[src/sar_adc_pkg.sv]
// package: register map, field layouts, reset values and conversion timing for the adc sequencer
package sar_adc_pkg;

    localparam int ADDR_W = 2;
    localparam int DATA_W = 8;
    localparam int CODE_W = 10;
    localparam int CNT_W = 11;

    localparam logic [ADDR_W-1:0] OFS_CONV_CONTROL_ONE = 2'h0;
    localparam logic [ADDR_W-1:0] OFS_CONV_CONTROL_TWO = 2'h1;
    localparam logic [ADDR_W-1:0] OFS_CONV_RESULT_UPPER = 2'h2;
    localparam logic [ADDR_W-1:0] OFS_CONV_RESULT_LOWER_STATUS = 2'h3;

    // result/status register field positions
    localparam int POS_RESULT_LOW = 6;
    localparam int POS_EOC_FLAG = 5;
    localparam int POS_BUSY_FLAG = 4;

    typedef enum logic [1:0] {
        MODE_DISABLED = 2'b00,
        MODE_SOFTWARE = 2'b01,
        MODE_RESERVED = 2'b10,
        MODE_REPEAT = 2'b11
    } conversion_mode_select_t;

    typedef enum logic [2:0] {
        CT_39 = 3'b000,
        CT_RSV_A = 3'b001,
        CT_78 = 3'b010,
        CT_156 = 3'b011,
        CT_312 = 3'b100,
        CT_624 = 3'b101,
        CT_1248 = 3'b110,
        CT_RSV_B = 3'b111
    } conv_time_t;

    typedef struct packed {
        logic conversion_start_bit;
        conversion_mode_select_t conversion_mode_select;
        logic analog_input_disable;
        logic [3:0] input_channel_select;
    } conv_control_one_t;

    typedef struct packed {
        logic [1:0] unused_hi;
        logic ladder_reference_on;
        logic fixed_one;
        conv_time_t conv_time;
        logic fixed_zero;
    } conv_control_two_t;

    localparam logic [DATA_W-1:0] CONV_CONTROL_ONE_RST = 8'h10;
    localparam logic [DATA_W-1:0] CONV_CONTROL_TWO_RST = 8'h00;

    // conversion lengths in high_freq_clock periods (i_mclk is that clock)
    localparam logic [CNT_W-1:0] TICKS_39 = 11'h027;
    localparam logic [CNT_W-1:0] TICKS_78 = 11'h04E;
    localparam logic [CNT_W-1:0] TICKS_156 = 11'h09C;
    localparam logic [CNT_W-1:0] TICKS_312 = 11'h138;
    localparam logic [CNT_W-1:0] TICKS_624 = 11'h270;
    localparam logic [CNT_W-1:0] TICKS_1248 = 11'h4E0;

    // reserved codes fall back to the longest, safest length
    function automatic logic [CNT_W-1:0] conv_ticks(input conv_time_t code);
        logic [CNT_W-1:0] t;
        t = TICKS_1248;
        unique case (code)
            CT_39: t = TICKS_39;
            CT_78: t = TICKS_78;
            CT_156: t = TICKS_156;
            CT_312: t = TICKS_312;
            CT_624: t = TICKS_624;
            CT_1248, CT_RSV_A, CT_RSV_B: t = TICKS_1248;
        endcase
        return t;
    endfunction

    typedef enum logic {
        ST_IDLE = 1'b0,
        ST_CONV = 1'b1
    } conv_state_t;

endpackage

[src/sar_adc_sequencer.sv]
// sar adc sequencer: control registers, conversion timing, result and flags
`timescale 1ns/1ns
// Function
// (RULE_01) standby entry resets control register one and blocks its writes
// (RULE_02) standby entry resets control register two and blocks its writes
// (RULE_03) software writes bit0 as 0 and bit4 as 1 in control two
// (RULE_04) reading control two gives undefined bits 6 and 7
// (RULE_05) conversion time code selects 39..1248 clock periods; 001, 111 reserved
// (RULE_06) software avoids conversion times prohibited at its clock frequency
// (RULE_07) software mode: start bit begins one conversion of selected channel
// (RULE_08) completion stores result, sets end flag and raises done interrupt together
// (RULE_09) start bit clears itself once conversion begins
// (RULE_10) software never restarts during a conversion; waits for flag or interrupt
// (RULE_11) repeat mode: each completion immediately starts the next conversion
// (RULE_12) mode 00 halts conversion at once without storing partial result
// (RULE_13) reading the result clears the end flag
// (RULE_14) new start clears end flag but old result stays until completion
// (RULE_15) standby during conversion aborts, resets controls, discards results
// (RULE_16) after standby nothing resumes until software starts again
// (RULE_17) standby disconnects the reference ladder
// (RULE_18) result is 10 bits: upper 8 and lower 2 in two registers
// (RULE_19) software sets channel, input, mode, time and ladder before start
// (RULE_20) mode field: 00 disabled, 01 software, 10 reserved, 11 repeat
// (RULE_21) software changes channel only while busy flag reads 0
// (RULE_22) software sets analog input disable when no channel is used
// (RULE_23) busy flag is 1 from start until result stored or aborted
// (RULE_24) done interrupt is a one-cycle pulse together with end flag set
module sar_adc_sequencer (
    input wire logic i_mclk,
    input wire logic i_rst_n,
    input wire logic [sar_adc_pkg::ADDR_W-1:0] i_addr,
    input wire logic [sar_adc_pkg::DATA_W-1:0] i_wdata,
    input wire logic i_wr,
    input wire logic i_rd,
    input wire logic i_standby,
    input wire logic [sar_adc_pkg::CODE_W-1:0] i_conv_code,
    output logic [sar_adc_pkg::DATA_W-1:0] o_rdata,
    output logic o_conversion_done_irq,
    output logic o_converter_busy_flag,
    output logic o_ladder_reference_on,
    output logic o_analog_input_disable,
    output logic [3:0] o_input_channel_select
);

    sar_adc_pkg::conv_control_one_t ctrl_one_r;
    sar_adc_pkg::conv_control_two_t ctrl_two_r;
    sar_adc_pkg::conv_state_t state_r;
    logic [sar_adc_pkg::CNT_W-1:0] cnt_r;
    logic [sar_adc_pkg::CODE_W-1:0] result_r;
    logic end_of_conversion_flag_r;
    logic irq_r;
    logic ladder_r;
    logic [sar_adc_pkg::DATA_W-1:0] rdata_r;

    logic wr_one;
    logic wr_two;
    logic rd_upper;
    logic mode_off;
    logic mode_active;
    logic conv_begin;
    logic conv_done;
    logic conv_abort;

    assign wr_one = i_wr && !i_standby && (i_addr == sar_adc_pkg::OFS_CONV_CONTROL_ONE);
    assign wr_two = i_wr && !i_standby && (i_addr == sar_adc_pkg::OFS_CONV_CONTROL_TWO);
    assign rd_upper = i_rd && (i_addr == sar_adc_pkg::OFS_CONV_RESULT_UPPER);
    assign mode_off = (ctrl_one_r.conversion_mode_select == sar_adc_pkg::MODE_DISABLED);
    assign mode_active = (ctrl_one_r.conversion_mode_select == sar_adc_pkg::MODE_SOFTWARE)
        || (ctrl_one_r.conversion_mode_select == sar_adc_pkg::MODE_REPEAT); // RULE_20
    // begin only from idle on a standing start bit
    assign conv_begin = (state_r == sar_adc_pkg::ST_IDLE) && ctrl_one_r.conversion_start_bit
        && mode_active && !i_standby; // RULE_07 RULE_11 RULE_16
    // halt through mode 00 or the reserved code, or standby
    assign conv_abort = (state_r == sar_adc_pkg::ST_CONV) && (i_standby || !mode_active); // RULE_12
    assign conv_done = (state_r == sar_adc_pkg::ST_CONV) && !conv_abort && (cnt_r == '0);

    // control register one
    always_ff @(posedge i_mclk or negedge i_rst_n)
    begin
        if (!i_rst_n)
        begin
            ctrl_one_r <= sar_adc_pkg::CONV_CONTROL_ONE_RST;
        end
        else if (i_standby)
        begin
            ctrl_one_r <= sar_adc_pkg::CONV_CONTROL_ONE_RST; // RULE_01 RULE_15
        end
        else if (wr_one)
        begin
            ctrl_one_r <= i_wdata;
        end
        else if (conv_begin)
        begin
            ctrl_one_r.conversion_start_bit <= 1'b0; // RULE_09
        end
    end

    // control register two; bit0/bit4 stored as written, software keeps them fixed
    always_ff @(posedge i_mclk or negedge i_rst_n)
    begin
        if (!i_rst_n)
        begin
            ctrl_two_r <= sar_adc_pkg::CONV_CONTROL_TWO_RST;
        end
        else if (i_standby)
        begin
            ctrl_two_r <= sar_adc_pkg::CONV_CONTROL_TWO_RST; // RULE_02 RULE_15
        end
        else if (wr_two)
        begin
            ctrl_two_r <= i_wdata; // RULE_03
        end
    end

    // conversion sequencer and length counter
    always_ff @(posedge i_mclk or negedge i_rst_n)
    begin
        if (!i_rst_n)
        begin
            state_r <= sar_adc_pkg::ST_IDLE;
            cnt_r <= '0;
        end
        else
        begin
            unique case (state_r)
                sar_adc_pkg::ST_IDLE:
                begin
                    if (conv_begin)
                    begin
                        state_r <= sar_adc_pkg::ST_CONV; // RULE_23
                        cnt_r <= sar_adc_pkg::conv_ticks(ctrl_two_r.conv_time)
                            - 11'h001; // RULE_05
                    end
                end
                sar_adc_pkg::ST_CONV:
                begin
                    if (conv_abort)
                    begin
                        state_r <= sar_adc_pkg::ST_IDLE; // RULE_12 RULE_15
                    end
                    else if (conv_done)
                    begin
                        if (ctrl_one_r.conversion_mode_select == sar_adc_pkg::MODE_REPEAT)
                        begin
                            cnt_r <= sar_adc_pkg::conv_ticks(ctrl_two_r.conv_time)
                                - 11'h001; // RULE_11
                        end
                        else
                        begin
                            state_r <= sar_adc_pkg::ST_IDLE; // RULE_23
                        end
                    end
                    else
                    begin
                        cnt_r <= cnt_r - 11'h001;
                    end
                end
            endcase
        end
    end

    // result store: only on completion; standby discards it
    always_ff @(posedge i_mclk or negedge i_rst_n)
    begin
        if (!i_rst_n)
        begin
            result_r <= '0;
        end
        else if (i_standby)
        begin
            result_r <= '0; // RULE_15
        end
        else if (conv_done)
        begin
            result_r <= i_conv_code; // RULE_08 RULE_18
        end
    end

    // end flag: completion set wins over read clear
    always_ff @(posedge i_mclk or negedge i_rst_n)
    begin
        if (!i_rst_n)
        begin
            end_of_conversion_flag_r <= 1'b0;
        end
        else if (i_standby)
        begin
            end_of_conversion_flag_r <= 1'b0; // RULE_15
        end
        else if (conv_done)
        begin
            end_of_conversion_flag_r <= 1'b1; // RULE_08
        end
        else if (rd_upper || conv_begin)
        begin
            end_of_conversion_flag_r <= 1'b0; // RULE_13 RULE_14
        end
    end

    always_ff @(posedge i_mclk or negedge i_rst_n)
    begin
        if (!i_rst_n)
        begin
            irq_r <= 1'b0;
        end
        else
        begin
            irq_r <= conv_done; // RULE_08 RULE_24
        end
    end

    always_ff @(posedge i_mclk or negedge i_rst_n)
    begin
        if (!i_rst_n)
        begin
            ladder_r <= 1'b0;
        end
        else
        begin
            ladder_r <= ctrl_two_r.ladder_reference_on && !i_standby; // RULE_17
        end
    end

    // read data, valid in the cycle after the read strobe
    always_ff @(posedge i_mclk or negedge i_rst_n)
    begin
        if (!i_rst_n)
        begin
            rdata_r <= '0;
        end
        else if (i_rd)
        begin
            unique case (i_addr)
                sar_adc_pkg::OFS_CONV_CONTROL_ONE: rdata_r <= ctrl_one_r;
                sar_adc_pkg::OFS_CONV_CONTROL_TWO: rdata_r <= {2'h0, ctrl_two_r[5:0]}; // RULE_04
                sar_adc_pkg::OFS_CONV_RESULT_UPPER: rdata_r <= result_r[9:2]; // RULE_18
                sar_adc_pkg::OFS_CONV_RESULT_LOWER_STATUS:
                    rdata_r <= {result_r[1:0], end_of_conversion_flag_r, (state_r == sar_adc_pkg::ST_CONV),
                        4'h0}; // RULE_18 RULE_23
            endcase
        end
        else
        begin
            rdata_r <= '0;
        end
    end

    assign o_rdata = rdata_r;
    assign o_conversion_done_irq = irq_r;
    assign o_converter_busy_flag = (state_r == sar_adc_pkg::ST_CONV);
    assign o_ladder_reference_on = ladder_r;
    assign o_analog_input_disable = ctrl_one_r.analog_input_disable;
    assign o_input_channel_select = ctrl_one_r.input_channel_select;
endmodule // sar_adc_sequencer

[config.mk]
export PLATFORM = sky130hd
export DESIGN_NAME = sar_adc_sequencer
export DESIGN_NICKNAME = d
export VERILOG_FILES = /design/src/sar_adc_pkg.sv /design/src/sar_adc_sequencer.sv
export SDC_FILE = /design/constraint.sdc
export NUM_CORES = 1
export LEC_CHECK = 0
export BUFFER_PORTS_ARGS = -buffer_cell sky130_fd_sc_hd__buf_2
export CAP_MARGIN = 20
export CELL_PAD_IN_SITES_DETAIL_PLACEMENT = 2
export CELL_PAD_IN_SITES_GLOBAL_PLACEMENT = 2
export CORE_MARGIN = 1.5
export CORE_UTILIZATION = 35
export CTS_BUF_LIST = sky130_fd_sc_hd__clkbuf_16
export CTS_CLUSTER_DIAMETER = 80
export DETAILED_ROUTE_END_ITERATION = 8
export PLACE_DENSITY = 0.87
export SYNTH_ARGS = -nofsm -noshare
export SYNTH_HDL_FRONTEND = slang
export SYNTH_SLANG_ARGS = --single-unit
[constraint.sdc]
create_clock -name i_mclk -period 2.7 [get_ports i_mclk]
set_clock_uncertainty 0.2 [all_clocks]
set_input_delay 0.54 -clock i_mclk [delete_from_list [all_inputs] [get_ports i_mclk]]
set_output_delay 0.54 -clock i_mclk [all_outputs]
set_load 0.02 [all_outputs]
==> metrics.txt, run 1 <==
CP Max Fanout 13; CTS Sinks 47; number of synthesized flops with an enable pin 0; Max clock buf depth 2; CTS Buf Count 5; DR pass1 iterations 4; Die W between 90 and 100 um; I/O pin count between 40 and 50; Power Density between 500 and 600 nW/um^2; chip height ~90 um; Total Power between 1.5 and 2 mW; GRT Overall Usage approximately a fifth; Fillers ~800; Synth-to-Final Area Change 15.3%; syn avg cell area a little under 10 um^2; area leader, netlist dfrtp_1; Rel. slew slack around 57%; share of post-route cells with drive strength above 1 around a quarter; Crit path largest cell delay ~0.55 ns; Remaining DRCs 0; Netlist cell types 55; maximum vdd drop around 210 uV; Max Freq between 0.3 and 0.4 GHz; Resize count post-CTS 0; RSZ-0062 raised after global routing no; Setup CP Type reg -> reg; # nets final between 300 and 400; Placer Congestion around 0.78; Top FF cell, synth dfrtp_1; Buffers on Ports 40; DP HPWL 5.76 mm; worst path cell trace inv_1 -> ha_1 -> nor2b_1 -> nand4_2 -> o21ai_2 -> inv_2 -> o21ai_0 -> o21ai_1; sequential cell area 1180 um^2; Slew Viols, Final 0; Root Buffer clkbuf_16; CP endpoint kind flip-flop; Post-Syn Instances roughly 280; post-DR wirelength/cell roughly 20 um; post-route ant nets 0; Fin Setup TNS 0 ns; Iter 0 DRT Violations between 80 and 90; htree depth 2; Synth top area share a little over two fifths; post-route cell area slightly above 3000 um^2; Die Area about 8200 um^2; status complete, no violations; asr flop ratio synth 100%; CP top delay family compound AO/OA/AOI/OAI gates; via count approximately 2200; worst slew pin tran between 0.6 and 0.7 ns; minimum clock period after layout about 2.5 ns; clk_lat worst skew around 0.3 ns; crit share post-route about 94%; setup bufs post-CTS 0; commonest cells in the synthesized netlist dfrtp_1 (46), nand2_1 (36), o21ai_0 (30); area of the multi-input gates 1350 um^2; number of max-cap violations 0; largest net degree at the start of global routing 28; DR vias/cell approximately 5.4; Mapped Nets 310; gr ovfl total 0; WL final between 8 and 9 mm; Reg clk slew, reported paths 0.07 ns; startpoint types flip-flop; Pleak around 1.4 nW; Initial Util a little over a third; post-synthesis sequential area ratio about 44%; CP bufs+invs 2; # rows 31; hold slack between 0.04 and 0.05 ns; vias in the first global route approximately 2400; top cells by area, synth dfrtp_1 (43%), o21ai_0 (5.6%), nand2_1 (5.0%); Synth Register Bits 47; final setup fails 0; hold crit path type in -> async; CP max stage cell o21ai_2; YS warnings 0; cts hold-fix bufs 0; Syn Std Cell Area about 2700 um^2; most numerous cell in the Yosys netlist dfrtp_1; Hold Vio Cnt, Final 0; Arr. time, crit path 2.51 ns; first-pass GRT wire length 13.4 mm; core area between 7000 and 8000 um^2; Area after DPL roughly 3000 um^2; critical path required time between 2 and 3 ns; ant diodes 0; CTS tree done; initial antenna violation count 0
[flip-flops by register name (all words and copies together), names as in the netlist]
register                  count
cnt_r                        11
ctrl_one_r                    3
ctrl_two_r                    6
end_of_conversion_flag_r      1
o_analog_input_disable        1
o_conversion_done_irq         1
o_converter_busy_flag         1
o_input_channel_select        4
o_ladder_reference_on         1
o_rdata                       8
result_r                     10
[cells by family after synthesis]
| family | count (synthesis) | synth area share, % |
|---|---|---|
| AOI/OAI and AO/OA | 73 | 16.5 |
| xor gates and xnor gates | 5 | 1.63 |
| DFF | 47 | 43.8 |
| adders and majority gates | 9 | 4.19 |
| buffers and inverters | 30 | 5.91 |
| muxes | 10 | 4.80 |
| and+or+nand+nor | 102 | 23.1 |
[metrics by stage]
step	utilization, %	cells	setup slack [ns]
5_1_grt	42.3	410	0.0292
3_5_place_dp	40.2	402	0.364
3_3_place_gp	40.2	402	0.430
2_1_floorplan	-	276	0.622
4_1_cts	42.3	410	0.197
6_report	42.3	410	0.172
[cell type report]
| cell class | count | area share (%) |
|---|---|---|
| Inverter | 11 | 1.33 |
| Tap cell | 99 | 4.00 |
| Sequential cell | 47 | 38.0 |
| Clock buffer | 5 | 4.04 |
| Multi-Input combinational cell | 199 | 43.6 |
| Timing Repair Buffer | 46 | 8.32 |
| Clock inverter | 3 | 0.727 |
[layer usage]
metal / track usage (%) / share of wire (%) / up-vias
li1: - / - / 1020
met1: 25.8 / 43 / 1159
met2: 37.3 / 53 / 33
met3: 2.78 / 2.2 / 11
met4: 8.86 / 2.2 / 0
met5: 0 / 0 / -
[cells in the final DEF, fill, tap and decap left out, types with 3 or more instances in the layout]
cell type  count
a21oi_1       17
and2_1         8
buf_2         40
buf_4          5
clkbuf_16      5
dfrtp_1       46
ha_1           9
inv_1          9
mux2_2         3
mux2i_1        5
nand2_1       36
nand2b_1      19
nor2_1        11
nor2b_1        9
nor4_4         3
o21ai_0       30
o21ai_1        4
o22a_1         3
o31ai_1        3
xor2_1         3
[worst paths after layout]
path,start,end,slack (ns),cells after the start
max reg2reg,cnt_r[0]$_DFFE_PN0P_,cnt_r[0]$_DFFE_PN0P_,0.17,8
max,cnt_r[0]$_DFFE_PN0P_,cnt_r[0]$_DFFE_PN0P_,0.17,8
min reg2reg,cnt_r[0]$_DFFE_PN0P_,cnt_r[0]$_DFFE_PN0P_,0.36,1
min,i_rst_n,result_r[3]$_DFFE_PN0P_,0.05,1
max in group asynchronous,i_rst_n,cnt_r[2]$_DFFE_PN0P_,1.70,2
min in group i_mclk,i_conv_code[3],result_r[3]$_DFFE_PN0P_,0.24,3
[power by group]
part	total (mW)	internal (mW)	switching [mW]	leakage, nW
registers	0.773	0.728	0.0441	0.637
clock network	0.648	0.349	0.299	0.0746
logic	0.195	0.0818	0.113	0.679
[worst register-to-register path: cells and delay by family, from the launching register on]
kind	cells	cell delay, ns
adder cells (fa/ha/maj)	1	0.20
AND/OR/NAND/NOR	2	0.41
buffers and inverters	2	0.37
AO/OA/AOI/OAI	3	0.81
flip-flops	1	0.43
Note: power is estimated with default switching activity, not from simulation.
==> run 2, diff against run 1 <==
CORE_UTILIZATION = 32   (was 35)
PLACE_DENSITY = 0.84   (was 0.87)
clock period = 2.1 ns   (was 2.7 ns; I/O delays follow)
==> run 2 against run 1 <==
The run now ends with setup timing left. Sequential share of layout area fell by 3.3 points. Final cell count increased by 7.6%. Global-route usage shrank 1.0 points. Critical endpoint is now cnt_r[8]$_DFFE_PN0P_. Highest routed layer unchanged.
==> metrics.txt, run 2 (synthesis gave the netlist of run 1 again) <==
most common cell after layout, fill and taps aside dfrtp_1; chip height 94.6 um; FF-to-FF path depth 7; area of the multi-input gates 1420 um^2; via count 2334; WL final between 8 and 9 mm; # nets final between 300 and 400; Root Buffer clkbuf_16; final setup fails 6; GRT Overall Usage about a fifth; post-route cell area approximately 3400 um^2; critical path required time between 2 and 2.5 ns; I/O pin count 41; top sig layer met4; ant diodes 0; Buffers on Ports 40; CP Max Fanout 3; Critical Path Start cnt_r[0]$_DFFE_PN0P_; Max Freq around 0.46 GHz; Max clock buf depth 2; RSZ-0062 raised after global routing yes; wire length on met2 ~4.9 mm; wl on met1 3.75 mm; share of post-route cells with drive strength above 1 32.4%; Die Area a little under 9000 um^2; sequential cell area about 1200 um^2; gr ovfl total 0; core area 8180 um^2; Reg2Reg Setup Slack -0.06 ns; minimum clock period after layout 2.16 ns; DR pass1 iterations 4; routed wl met3 approximately 240 um; Synth-to-Final Area Change 26.3%; Fin Setup TNS -0.139 ns; status finished with violations; Total Power about 2.1 mW; Fillers between 900 and 1000; worst slew pin tran a little over 0.6 ns; Arr. time, crit path 2.16 ns; failing checks setup timing; fin cells roughly 440; largest net degree at the start of global routing 48; CTS tree done; Initial Util around a third; cts hold-fix bufs 0; vias in the first global route approximately 2500; pre-CTS setup slack approximately 0.02 ns; most frequent cells in the layout dfrtp_1 (46), buf_2 (40), nand2_1 (36); post-DR wirelength/cell around 20 um; Setup CP Type reg -> reg; worst reg2reg startpoint cnt_r[0]$_DFFE_PN0P_; crit share post-route 103%; Placer Congestion just under 0.8; Remaining DRCs 0; Reg clk slew, reported paths around 0.080 ns; Hold Vio Cnt, Final 0; post-route ant nets 0; number of max-cap violations 0; Iter 0 DRT Violations a little over 90; clk_lat worst skew about 0.30 ns; Largest register FFs 11; Final WS setup -0.0594 ns; hold slack 0.0323 ns; cell count after placement ~420; Biggest register cnt_r; initial antenna violation count 0; hold crit path type in -> async; first-pass GRT wire length about 13 mm; Rel. slew slack about three fifths; Pleak 1.54 nW; Power Density 621 nW/um^2; DR vias/cell around 5.3; Die W 94.6 um; htree depth 2; RR Endpoint cnt_r[8]$_DFFE_PN0P_; Slew Viols, Final 0; CTS Sinks 47; maximum vdd drop approximately 340 uV; Critical Path Sink cnt_r[8]$_DFFE_PN0P_; CP endpoint kind flip-flop; startpoint types flip-flop; DP HPWL approximately 5.7 mm; final design utilization between 40% and 50%; Area after DPL between 3000 and 4000 um^2; CTS Buf Count 5; # rows 33
## run 2: changes by cell type in the layout (fill, tap and decap cells not counted), moves of 2 or more
cell,delta
clkinv_4,+2
buf_4,+23
nor2_1,-2
ha_1,-2
ha_4,+2
inv_6,-2
nor2_2,+2
## run 2: what timing repair did
item                                   in CTS  in global routing
resized for setup                           7                 10
setup buffers                               0                  9
pin swaps                                   0                  3
endpoints found under the hold margin       0                  0
gates cloned                                0                  1
setup endpoints to repair                   1                  9
## run 2: worst min path at each step
stage / endpoint / slack (ns) / startpoint
final: result_r[0]$_DFFE_PN0P_ / 0.03 / i_rst_n
after global routing: result_r[0]$_DFFE_PN0P_ / 0.08 / i_rst_n
after CTS: result_r[0]$_DFFE_PN0P_ / 0.06 / i_rst_n
after detailed placement: end_of_conversion_flag_r$_DFFE_PN0P_ / 0.33 / end_of_conversion_flag_r$_DFFE_PN0P_
after global placement: end_of_conversion_flag_r$_DFFE_PN0P_ / 0.32 / end_of_conversion_flag_r$_DFFE_PN0P_
after floorplan: cnt_r[0]$_DFFE_PN0P_ / -0.08 / i_rst_n
## run 2: report_power, final
part	internal [mW]	switching, mW
sequential	0.937	0.0401
combinational	0.137	0.181
clock	0.442	0.369
total	1.52	0.590
## run 2: routing by layer
layer  vias up  GRT usage (%)
met2        48           36.2
met5         -              0
met3         8           2.98
met4         0           6.59
met1      1205           24.6
li1       1073              -
## run 2: worst max-delay path, cell delays in order (launching register included)
cell	delay, ns
dfrtp_1	0.42
inv_2	0.11
ha_4	0.14
or3b_4	0.38
or3_4	0.38
o31ai_4	0.19
a21oi_1	0.09
a21oi_1	0.15
## run 2: final cells by class
class                           instances  share of cell area, %
Sequential cell                        47                   34.7
Multi-Input combinational cell        199                   41.8
Clock inverter                          3                  0.627
Tap cell                              105                   3.87
Inverter                               11                   1.29
Timing Repair Buffer                   71                   14.0
Clock buffer                            5                   3.69
